File: src/hw/cpc_pkg.sv
package cpc_pkg;

    // ------------------------------------------------------------
    // timing
    // ------------------------------------------------------------
    localparam int CLK_MHZ             = 125;      // core clock rate
    localparam int ALERT_PULSE_US      = 128;      // alert pulse length
    localparam int ALERT_PULSE_CYC     = ALERT_PULSE_US * CLK_MHZ;
    localparam int DEBOUNCE_US         = 1;        // input filter time
    localparam int DEBOUNCE_CYC        = DEBOUNCE_US * CLK_MHZ;
    localparam int WAKE_DEFAULT_MS     = 125;      // wake timer default
    localparam int WAKE_DEFAULT_CYC    = WAKE_DEFAULT_MS * CLK_MHZ * 1000;
    localparam int RESET_HOLD_MS       = 8000;     // button reset hold
    localparam int RESET_HOLD_CYC      = RESET_HOLD_MS * CLK_MHZ * 1000;

    // ------------------------------------------------------------
    // system rail setting
    // ------------------------------------------------------------
    localparam logic [2:0] RAIL_PASS_THROUGH = 3'h7;  // input pass-through code

    // ------------------------------------------------------------
    // role of the power-good pin
    // ------------------------------------------------------------
    typedef enum logic [1:0]
    {
        PG_ROLE_POWER  = 2'h0,  // input-good indication
        PG_ROLE_BUTTON = 2'h1,  // level-shifted button
        PG_ROLE_GPO    = 2'h2   // software open drain
    } cpc_pg_role_t;

    // analog comparator results gathered together
    typedef struct packed
    {
        logic vin_present;      // input supply detected
        logic vin_above_sleep;  // input above battery plus sleep margin
        logic vin_below_ovp;    // input below overvoltage limit
    } cpc_supply_t;

    // control bits from the serial register block
    typedef struct packed
    {
        logic         alert_mask;   // suppress alert pulses
        cpc_pg_role_t pg_role;      // role of power-good pin
        logic         gpo_level;    // 1 releases the gpo pin
        logic [2:0]   rail_setting; // system rail setting
    } cpc_ctrl_t;

endpackage

File: src/hw/cpc_filter.sv
`timescale 1ns/1ps
`default_nettype none

// two-flop synchroniser followed by a stable-count debounce
module cpc_filter #(
    parameter int FILT_CYC = 125,
    parameter bit RST_VAL  = 1'b0
) (
    input  wire logic core_clk,
    input  wire logic rst_sync_b,
    input  wire logic pin_in,
    output logic      level_out
);
    import cpc_pkg::*;

    localparam int CW = $clog2(FILT_CYC + 1);

    initial
    begin
        if (FILT_CYC < 1)
            $error("cpc_filter: FILT_CYC must be at least 1");
    end

    logic          meta_q;      // first stage, read only by sync_q
    logic          sync_q;      // second stage
    logic          level_q;     // debounced level
    logic          level_d;
    logic [CW-1:0] cnt_q;       // cycles the new level has held
    logic [CW-1:0] cnt_d;

    // ------------------------------------------------------------
    // debounce next state
    // ------------------------------------------------------------
    always_comb
    begin
        level_d = level_q;
        cnt_d   = '0;
        if (sync_q != level_q)
        begin
            // restart on every bounce; only a steady level gets through
            if (cnt_q == CW'(FILT_CYC - 1))
                level_d = sync_q;
            else
                cnt_d = cnt_q + CW'(1);
        end
    end

    // ------------------------------------------------------------
    // registers
    // ------------------------------------------------------------
    always_ff @(posedge core_clk or negedge rst_sync_b)
    begin
        if (!rst_sync_b)
        begin
            meta_q  <= RST_VAL;
            sync_q  <= RST_VAL;
            level_q <= RST_VAL;
            cnt_q   <= '0;
        end
        else
        begin
            meta_q  <= pin_in;
            sync_q  <= meta_q;
            level_q <= level_d;
            cnt_q   <= cnt_d;
        end
    end

    assign level_out = level_q;

endmodule

`default_nettype wire

File: src/hw/cpc_top.sv
`timescale 1ns/1ps
`default_nettype none

module cpc_top
    import cpc_pkg::*;
#(
    parameter int WAKE_HOLD_CYC  = cpc_pkg::WAKE_DEFAULT_CYC,
    parameter int RESET_HOLD_CY  = cpc_pkg::RESET_HOLD_CYC,
    parameter int PULSE_CYC      = cpc_pkg::ALERT_PULSE_CYC,
    parameter int FILTER_CYC     = cpc_pkg::DEBOUNCE_CYC
) (
    input  wire logic         core_clk,
    input  wire logic         rst_b,
    input  wire logic         charge_enable_n,     // pin, low or floating enables
    input  wire logic         low_power_request_n, // pin, low asks for low power
    input  wire logic         push_button_in,      // pin, low while pressed
    input  wire cpc_supply_t  supply,              // analog comparators
    input  wire cpc_ctrl_t    ctrl,                // serial register bits
    input  wire logic         fault_event,         // one-cycle fault strobe
    input  wire logic         ship_mode,           // device is in ship mode
    output logic              charge_allow,        // charger may run
    output logic              low_power_mode,      // low power mode active
    output logic              alert_o,             // alert pin output value
    output logic              alert_oe_n,          // low while alert pin driven
    output logic              input_good_o,        // power-good output value
    output logic              input_good_oe_n,     // low while power-good driven
    output logic              rail_pass_through,   // system rail passes input
    output logic              ship_wake,           // one-cycle wake pulse
    output logic              rail_cycle           // one-cycle hardware reset pulse
);
    import cpc_pkg::*;

    localparam int PW = $clog2(PULSE_CYC + 1);
    localparam int HW = $clog2(RESET_HOLD_CY + 1);

    initial
    begin
        if (PULSE_CYC < 1 || WAKE_HOLD_CYC < 1 || RESET_HOLD_CY <= WAKE_HOLD_CYC)
            $error("cpc_top: hold and pulse counts out of range");
    end

    // ------------------------------------------------------------
    // reset release
    // ------------------------------------------------------------
    logic rst_meta_q;   // first reset flop
    logic rst_sync_b;   // released reset for the block

    always_ff @(posedge core_clk or negedge rst_b)
    begin
        if (!rst_b)
        begin
            rst_meta_q <= 1'b0;
            rst_sync_b <= 1'b0;
        end
        else
        begin
            rst_meta_q <= 1'b1;
            rst_sync_b <= rst_meta_q;
        end
    end

    // ------------------------------------------------------------
    // pin filtering
    // ------------------------------------------------------------
    logic ce_n_f;   // filtered charge enable, floating reads low
    logic lp_n_f;   // filtered low power request
    logic btn_f;    // filtered button, idle high

    cpc_filter #(.FILT_CYC(FILTER_CYC), .RST_VAL(1'b0)) u_ce_filt
    (
        .core_clk   (core_clk),
        .rst_sync_b (rst_sync_b),
        .pin_in     (charge_enable_n),
        .level_out  (ce_n_f)
    );

    cpc_filter #(.FILT_CYC(FILTER_CYC), .RST_VAL(1'b0)) u_lp_filt
    (
        .core_clk   (core_clk),
        .rst_sync_b (rst_sync_b),
        .pin_in     (low_power_request_n),
        .level_out  (lp_n_f)
    );

    cpc_filter #(.FILT_CYC(FILTER_CYC), .RST_VAL(1'b1)) u_btn_filt
    (
        .core_clk   (core_clk),
        .rst_sync_b (rst_sync_b),
        .pin_in     (push_button_in),
        .level_out  (btn_f)
    );

    // ------------------------------------------------------------
    // supply and mode decode
    // ------------------------------------------------------------
    logic charge_d;     // next charge permission
    logic lowp_d;       // next low power state
    logic pass_d;       // next pass-through select
    logic vin_window;   // input inside power-good window

    // comparator inputs are treated as same-domain analog flags
    always_comb
    begin
        vin_window = supply.vin_above_sleep & supply.vin_below_ovp;
        charge_d   = supply.vin_present & ~ce_n_f;
        // host keeps request high for bus access, nothing to enforce here
        lowp_d     = ~supply.vin_present & ~lp_n_f;
        pass_d     = (ctrl.rail_setting == RAIL_PASS_THROUGH);
    end

    // ------------------------------------------------------------
    // alert pulse
    // ------------------------------------------------------------
    logic [PW-1:0] pulse_cnt_q;    // remaining pulse cycles
    logic [PW-1:0] pulse_cnt_d;
    logic          alert_drv_d;    // alert pulled low next cycle

    always_comb
    begin
        pulse_cnt_d = pulse_cnt_q;
        if (fault_event && !ctrl.alert_mask && pulse_cnt_q == '0)
            pulse_cnt_d = PW'(PULSE_CYC);
        else if (pulse_cnt_q != '0)
            pulse_cnt_d = pulse_cnt_q - PW'(1);
        alert_drv_d = (pulse_cnt_d != '0);
    end

    // ------------------------------------------------------------
    // push button hold timing
    // ------------------------------------------------------------
    logic [HW-1:0] hold_cnt_q;     // cycles the button has been low
    logic [HW-1:0] hold_cnt_d;
    logic          wake_d;
    logic          cycle_d;

    always_comb
    begin
        wake_d  = 1'b0;
        cycle_d = 1'b0;
        if (btn_f)
            hold_cnt_d = '0;
        else if (hold_cnt_q != HW'(RESET_HOLD_CY))
            hold_cnt_d = hold_cnt_q + HW'(1);
        else
            hold_cnt_d = hold_cnt_q;   // saturate: each of wake and reset fires at most once per press
        if (ship_mode && hold_cnt_d == HW'(WAKE_HOLD_CYC) && hold_cnt_q != hold_cnt_d)
            wake_d = 1'b1;
        if (hold_cnt_d == HW'(RESET_HOLD_CY) && hold_cnt_q != hold_cnt_d)
            cycle_d = 1'b1;
    end

    // ------------------------------------------------------------
    // power-good pin role
    // ------------------------------------------------------------
    logic pg_oe_n_d;   // low drives the pin low

    always_comb
    begin
        case (ctrl.pg_role)
            PG_ROLE_POWER:  pg_oe_n_d = ~vin_window;
            PG_ROLE_BUTTON: pg_oe_n_d = btn_f;
            PG_ROLE_GPO:    pg_oe_n_d = ctrl.gpo_level;
            default:        pg_oe_n_d = 1'b1;
        endcase
    end

    // ------------------------------------------------------------
    // output registers
    // ------------------------------------------------------------
    always_ff @(posedge core_clk or negedge rst_sync_b)
    begin
        if (!rst_sync_b)
        begin
            pulse_cnt_q       <= '0;
            hold_cnt_q        <= '0;
            charge_allow      <= 1'b0;
            low_power_mode    <= 1'b0;
            rail_pass_through <= 1'b0;
            alert_oe_n        <= 1'b1;
            input_good_oe_n   <= 1'b1;
            ship_wake         <= 1'b0;
            rail_cycle        <= 1'b0;
        end
        else
        begin
            pulse_cnt_q       <= pulse_cnt_d;
            hold_cnt_q        <= hold_cnt_d;
            charge_allow      <= charge_d;
            low_power_mode    <= lowp_d;
            rail_pass_through <= pass_d;
            alert_oe_n        <= ~alert_drv_d;
            input_good_oe_n   <= pg_oe_n_d;
            ship_wake         <= wake_d;
            rail_cycle        <= cycle_d;
        end
    end

    // open-drain pins only ever drive low
    always_ff @(posedge core_clk or negedge rst_sync_b)
    begin
        if (!rst_sync_b)
        begin
            alert_o      <= 1'b0;
            input_good_o <= 1'b0;
        end
        else
        begin
            alert_o      <= 1'b0;
            input_good_o <= 1'b0;
        end
    end

endmodule

`default_nettype wire

File: config.mk
export PLATFORM = sky130hd
export DESIGN_NAME = cpc_top
export DESIGN_NICKNAME = d
export VERILOG_FILES = /design/src/hw/cpc_pkg.sv /design/src/hw/cpc_filter.sv /design/src/hw/cpc_top.sv
export SDC_FILE = /design/constraint.sdc
export NUM_CORES = 1
export LEC_CHECK = 0
export BUFFER_PORTS_ARGS = -buffer_cell sky130_fd_sc_hd__buf_2
export CORE_UTILIZATION = 30
export CTS_CLUSTER_DIAMETER = 40
export DETAILED_ROUTE_END_ITERATION = 7
export PLACE_DENSITY = 0.45
export SYNTH_ARGS = -nofsm -noshare
export SYNTH_HDL_FRONTEND = slang
export SYNTH_SLANG_ARGS = --single-unit
File: constraint.sdc
create_clock -name core_clk -period 2.8 [get_ports core_clk]
set_clock_uncertainty 0.2 [all_clocks]
set_input_delay 0.14 -clock core_clk [delete_from_list [all_inputs] [get_ports core_clk]]
set_output_delay 0.14 -clock core_clk [all_outputs]
set_load 0.02 [all_outputs]
**After elaboration in Yosys (flattened, before gate mapping)**

Index checks and enable logic that the tools add are counted.

- Bits of input ports: 17
- Word-level logic and storage cells: 75
- Flip-flop bits (word level): 83
- Output and inout bits: 9

- Equality and inequality tests: 13
- Reduce and logical (&&, ||, !) cells: 13
- Bitwise gates (word level): 8
- $add $sub $neg: 5
- Multiplexer cells: 13

Operators by type and width:

| cell | count |
|---|---|
| two-way mux 30 bit | 2 |
| two-way mux 7 bit | 6 |
| adder 30 x 1 -> 30 bit (second input constant) | 1 |
| equality test 30 x 24 -> 1 bit (second input constant) | 1 |
| equality test 30 bit (second input constant) | 1 |
| != test 30 bit | 1 |
| != test 30 bit (second input constant) | 1 |
| two-way mux 14 bit | 2 |
| nonzero test 14 bit | 2 |
| adder 7 x 1 -> 7 bit (second input constant) | 3 |
| equality test 7 bit (second input constant) | 3 |
| zero test 14 bit | 1 |
| subtractor 14 x 1 -> 14 bit (second input constant) | 1 |
| AND reduction 2 bit | 3 |
| logical AND 1 bit | 5 |
| inverter 1 bit | 5 |
| AND 1 bit | 3 |
| equality test 3 bit (second input constant) | 1 |
| != test 1 bit | 3 |
| one-hot mux 1 bit (3 select lines) | 1 |
| equality test 2 x 1 -> 1 bit (second input constant) | 1 |
| equality test 2 bit (second input constant) | 1 |
| zero test 2 bit | 1 |
| two-way mux 1 bit | 2 |
| zero test 1 bit | 1 |

**Longest topological paths before layout**

- Depth after elaboration: 7
- Mapped depth: 11
- Mapped depth without buffers: 9

**By module**

From an unflattened synthesis, not the netlist that was laid out.

- Cells, all modules: 448
- Area total of the unflattened synthesis: 4428.0 sq um

Modules (own cells, without submodules):

| module | area each (sq um) | seq. area each (sq um) | cells an instance | instances |
|---|---|---|---|---|
| cpc_top | 3118.0 | 1328.8 | 337 | 1 |
| cpc_filter (u_ce_filt ...) | 435.4 | 250.2 | 37 | 2 |
| cpc_filter (u_btn_filt) | 439.2 | 254.0 | 37 | 1 |

**Worst setup path before layout**

Ideal clock, no wire load.

- Kind: reg2reg
- Start point: register hold_cnt_q[0]
- End point: register rail_cycle
- Slack: -0.145 ns
- Setup time: 0.096 ns
- Period minus slack after synthesis: 2.945 ns
- Data arrival time: 2.650 ns
- Stages on the path, launching flop included: 11
- Cells stage by stage: dfrtp_1 > clkbuf_1 > inv_1 > ha_1 > nand4_1 > or3_1 > or4_1 > buf_2 > o31a_1 > or4_4 > nor4_2

- Word-level cells in the longest chain between the ends: 6
- Elaborated cells on any way between the ends: 8

RTL lines:

| item | RTL line | source |
|---|---|---|
| start, declared | cpc_top.sv:131 | `logic [HW-1:0] hold_cnt_q;` |
| start signal, assigned | cpc_top.sv:187 | `hold_cnt_q <= hold_cnt_d;` |
| adder 30 x 1 -> 30 bit or != test 30 bit (tied branches) | cpc_top.sv:143, cpc_top.sv:142 |  |
| two-way mux 30 bit | cpc_top.sv:142 | `else if (hold_cnt_q != HW'(RESET_HOLD_CY))` |
| two-way mux 30 bit | cpc_top.sv:140 | `if (btn_f)` |
| equality test 30 bit or != test 30 bit (tied branches) | cpc_top.sv:148 | `if (hold_cnt_d == HW'(RESET_HOLD_CY) && hold_cnt_q != hold_cnt_d)` |
| logical AND 1 bit * | cpc_top.sv:148 |  |
| two-way mux 1 bit * | cpc_top.sv:148 |  |
| named net cycle_d | cpc_top.sv:134 | `logic cycle_d;` |
| end signal, assigned | cpc_top.sv:194 | `rail_cycle <= cycle_d;` |
| end, declared | cpc_top.sv:29 | `output logic rail_cycle` |

Mark *: on every way through the listed nets, which the timed path passes. The rest lies on a longest branch.
A chain may end at the register's enable or synchronous reset.

**Worst setup path in the final report**

- Start point: register hold_cnt_q[2]
- End point: register rail_cycle

Same word-level chain as after synthesis.

==> results.txt <==
Reg area: 0.00209 sq mm
Final wirelength: 10200 um
Critical Path RT: 2.83 ns
Fin nets: 538
Final min period: 2.74 ns
WHS: 0.0416 ns
DRC: 0
Met3 Use GR: 2.58%
Flops & latches, synth: 83
Hold WC Path Type: input port to flip-flop
Sequential share of the synthesized area: 49.1%
Fin crit share: 97.8%
Post-synth top area share: 46.0%
Slew Limit Fails: 0
GR Util met2: 24.3%
Most Frequent Cell on Critical Path: or4_4
Layout cell share with drive strength beyond 1: 22.0%
Dpl ws: 0.00179 ns
Busiest grt layer: met2
Unrepaired setup endpoints after global routing: true
CP Cell Sequence: or4_1, or4_4, o31a_1, or4_4, nor4_2
Skew-Pair Late Insertion Delay: 0.33 ns
Largest net degree at the start of global routing: 82
Clock Pin Slew Worst Setup and Hold Paths: 0.06 ns
Clock tree sinks: 83
Max IR drop VDD: 294 uV
Fillers: 1356
Initial antenna violation count: 0
Area delta synth->final: 26.0%
Max Cap Viol: 0
Port-buffer cells: 23
Leak: 2.38 nW
Post-synth EDFFs: 0
Die area: 0.0146 sq mm
Fmax: 0.365 GHz
Critical Path Max Stage Delay: 0.55 ns
Post-synthesis cell count: 437
Num ports: 26
TritonCTS clock tree: built
Met1 Track Usage GR: 20.3%
Hpwl dp: 7430 um
Top FF cell, synth: dfrtp_1
Root Driver: clkbuf_16
Status: finished clean
Utilization after layout: 38.6%
Largest area contributor in the netlist: dfrtp_1
Synth warn: 0
Vias in the first global route: 3452
WS Path Type: flip-flop to flip-flop
Core area: 0.0138 sq mm
DR WL/cell: 14.7 um
Critical Path AT: 2.77 ns
Maximum clock path buffer count: 2
N_diodes: 0
H-tree levels: 3
Gr ovfl total: 0
Critical path's slowest cell: or4_4
Setup-failing EPs final: 0
Startpoint Class: flip-flop
Power Density: 507 mW/mm^2
Antenna Nets Post-Route: 0
DP Area: 0.00486 sq mm
Synth top area cells: dfrtp_1 46%, xor2_1 6.0%, nor2_1 5.6%
Placer's final routability congestion estimate: 0.826
Async SR Flop Fraction: 100%
Total CTS buffers: 9
Drt initial violations: 171
Starting density of the core: 30.7%
Final Hold Vio Count: 0
Total track usage: 15.1%
Via count: 3362
Finished Cell Area: 0.00534 sq mm
CP Capture Type: flip-flop
Drt first pass iters: 4
Row cnt: 43
First-pass GRT wire length: 17000 um
Worst-path fanout max: 4
Syn_area_per_cell: 9.70 sq um
Die X: 121 um
Distinct cells, synth: 54
Die Y-Extent: 121 um
Synthesized area: 0.00424 sq mm
Area of the multi-input gates: 0.00206 sq mm
Setup slack after layout: 0.0605 ns
Vias per cell: 4.84
## flip-flops by register name, summed over array words and instances, names as in the netlist
name,count
u_lp_filt.level_out,1
u_btn_filt.cnt_q,7
alert_oe_n,1
rst_sync_b,1
pulse_cnt_q,14
u_lp_filt.sync_q,1
ship_wake,1
u_ce_filt.level_out,1
charge_allow,1
u_ce_filt.cnt_q,7
u_lp_filt.cnt_q,7
u_btn_filt.sync_q,1
rst_meta_q,1
u_ce_filt.meta_q,1
hold_cnt_q,30
input_good_oe_n,1
rail_pass_through,1
u_lp_filt.meta_q,1
u_ce_filt.sync_q,1
rail_cycle,1
u_btn_filt.level_out,1
u_btn_filt.meta_q,1
low_power_mode,1
## worst max-delay path: cells and delay by family, from the launching register on
family           cells  cell delay, ns
flip-flops           1            0.43
AO/OA/AOI/OAI        1            0.28
AND/OR/NAND/NOR      4            1.74
## cell usage in the layout, fill, tap and decap left out, types with 4 or more instances in the layout
| cell | synthesis | layout |
|---|---|---|
| buf_2 | 8 | 23 |
| ha_1 | 10 | 9 |
| dlygate4sd3_1 | 0 | 10 |
| and3_1 | 8 | 8 |
| xnor2_1 | 20 | 20 |
| or4_1 | 9 | 7 |
| dfstp_2 | 5 | 5 |
| nor4_1 | 12 | 10 |
| nor2_1 | 63 | 63 |
| or3_1 | 6 | 5 |
| nand2_1 | 35 | 35 |
| buf_4 | 2 | 45 |
| nand4_1 | 8 | 8 |
| clkbuf_16 | 0 | 9 |
| nand3_1 | 31 | 31 |
| xor2_1 | 29 | 29 |
| nor4_2 | 4 | 6 |
| and2_1 | 7 | 7 |
| inv_1 | 15 | 15 |
| nor3_1 | 11 | 9 |
| o21ai_0 | 11 | 11 |
| dfrtp_1 | 78 | 75 |
| nor2b_1 | 4 | 4 |
| a21oi_1 | 11 | 11 |
## area by class of cell
cell class                 count  share of cell area (%)
clock buffer                  10                    4.47
sequential                    83                    39.1
multi-input combinational    323                    38.6
clock inverter                 4                    1.85
inverter                      15                    1.05
timing repair buffer          79                    10.7
tap                          180                    4.22
## metrics by stage
step | TNS, ns | cells | power (mW)
after floorplan | 0 | 438 | 1.33
after global placement | -0.0368 | 669 | 1.36
after detailed placement | 0 | 669 | 1.37
after CTS | 0 | 693 | 2.76
after global routing | -0.0342 | 694 | 2.82
final | 0 | 694 | 2.71
## per-layer routing
metal | wire, um | vias up
met3 | 434 | 14
met4 | 163 | 0
met2 | 4710 | 66
met5 | 0 | -
li1 | - | 1656
met1 | 4860 | 1626
## what timing repair did
action	4_1_cts	5_1_grt
buffers inserted	0	1
endpoints found under the setup margin	2	3
hold buffers	10	0
gates resized for setup	3	7
pin swaps	0	4
endpoints found under the hold margin	9	0
## final timing paths
| kind | start | endpoint | slack [ns] | depth (start not counted) |
|---|---|---|---|---|
| min in group asynchronous | rst_sync_b | pulse_cnt_q[13] | 0.15 | 1 |
| max in group asynchronous | rst_b | rst_sync_b | 1.81 | 3 |
| hold reg to reg | rst_sync_b | pulse_cnt_q[13] | 0.15 | 1 |
| hold / removal | ctrl[6] | pulse_cnt_q[13] | 0.04 | 4 |
| setup / recovery | hold_cnt_q[2] | rail_cycle | 0.06 | 5 |
| setup reg to reg | hold_cnt_q[2] | rail_cycle | 0.06 | 5 |
## power breakdown
part	total (mW)	internal [mW]	switching (mW)	leakage, nW
clock	1.36	0.889	0.469	0.165
sequential	1.25	1.23	0.0193	1.07
combinational	0.106	0.0447	0.0609	1.15
total	2.71	2.16	0.549	2.38
## logic make-up (layout without fill, tap and decap cells)
group	after synthesis	after routing	synth area share [%]
AND/OR/NAND/NOR	216	216	27.1
flip-flops	83	83	49.1
XOR/XNOR	49	49	10.1
AO/OA/AOI/OAI	41	41	6.26
buffers and inverters	32	108	3.25
adder cells (fa/ha/maj)	10	10	2.95
multiplexers	4	4	1.03
other	2	3	0.177
## Yosys cell counts, types with 5 or more instances
cell,number
buf_2,8
nor3_1,11
dfrtp_1,78
nor2_1,63
nand2_1,35
nand4_1,8
xor2_1,29
or4_1,9
a21oi_1,11
xnor2_1,20
o21ai_0,11
and3_1,8
nand3_1,31
inv_1,15
ha_1,10
nor4_1,12
dfstp_2,5
or3_1,6
and2_1,7
No activity file was read; power rests on OpenSTA's default activity.
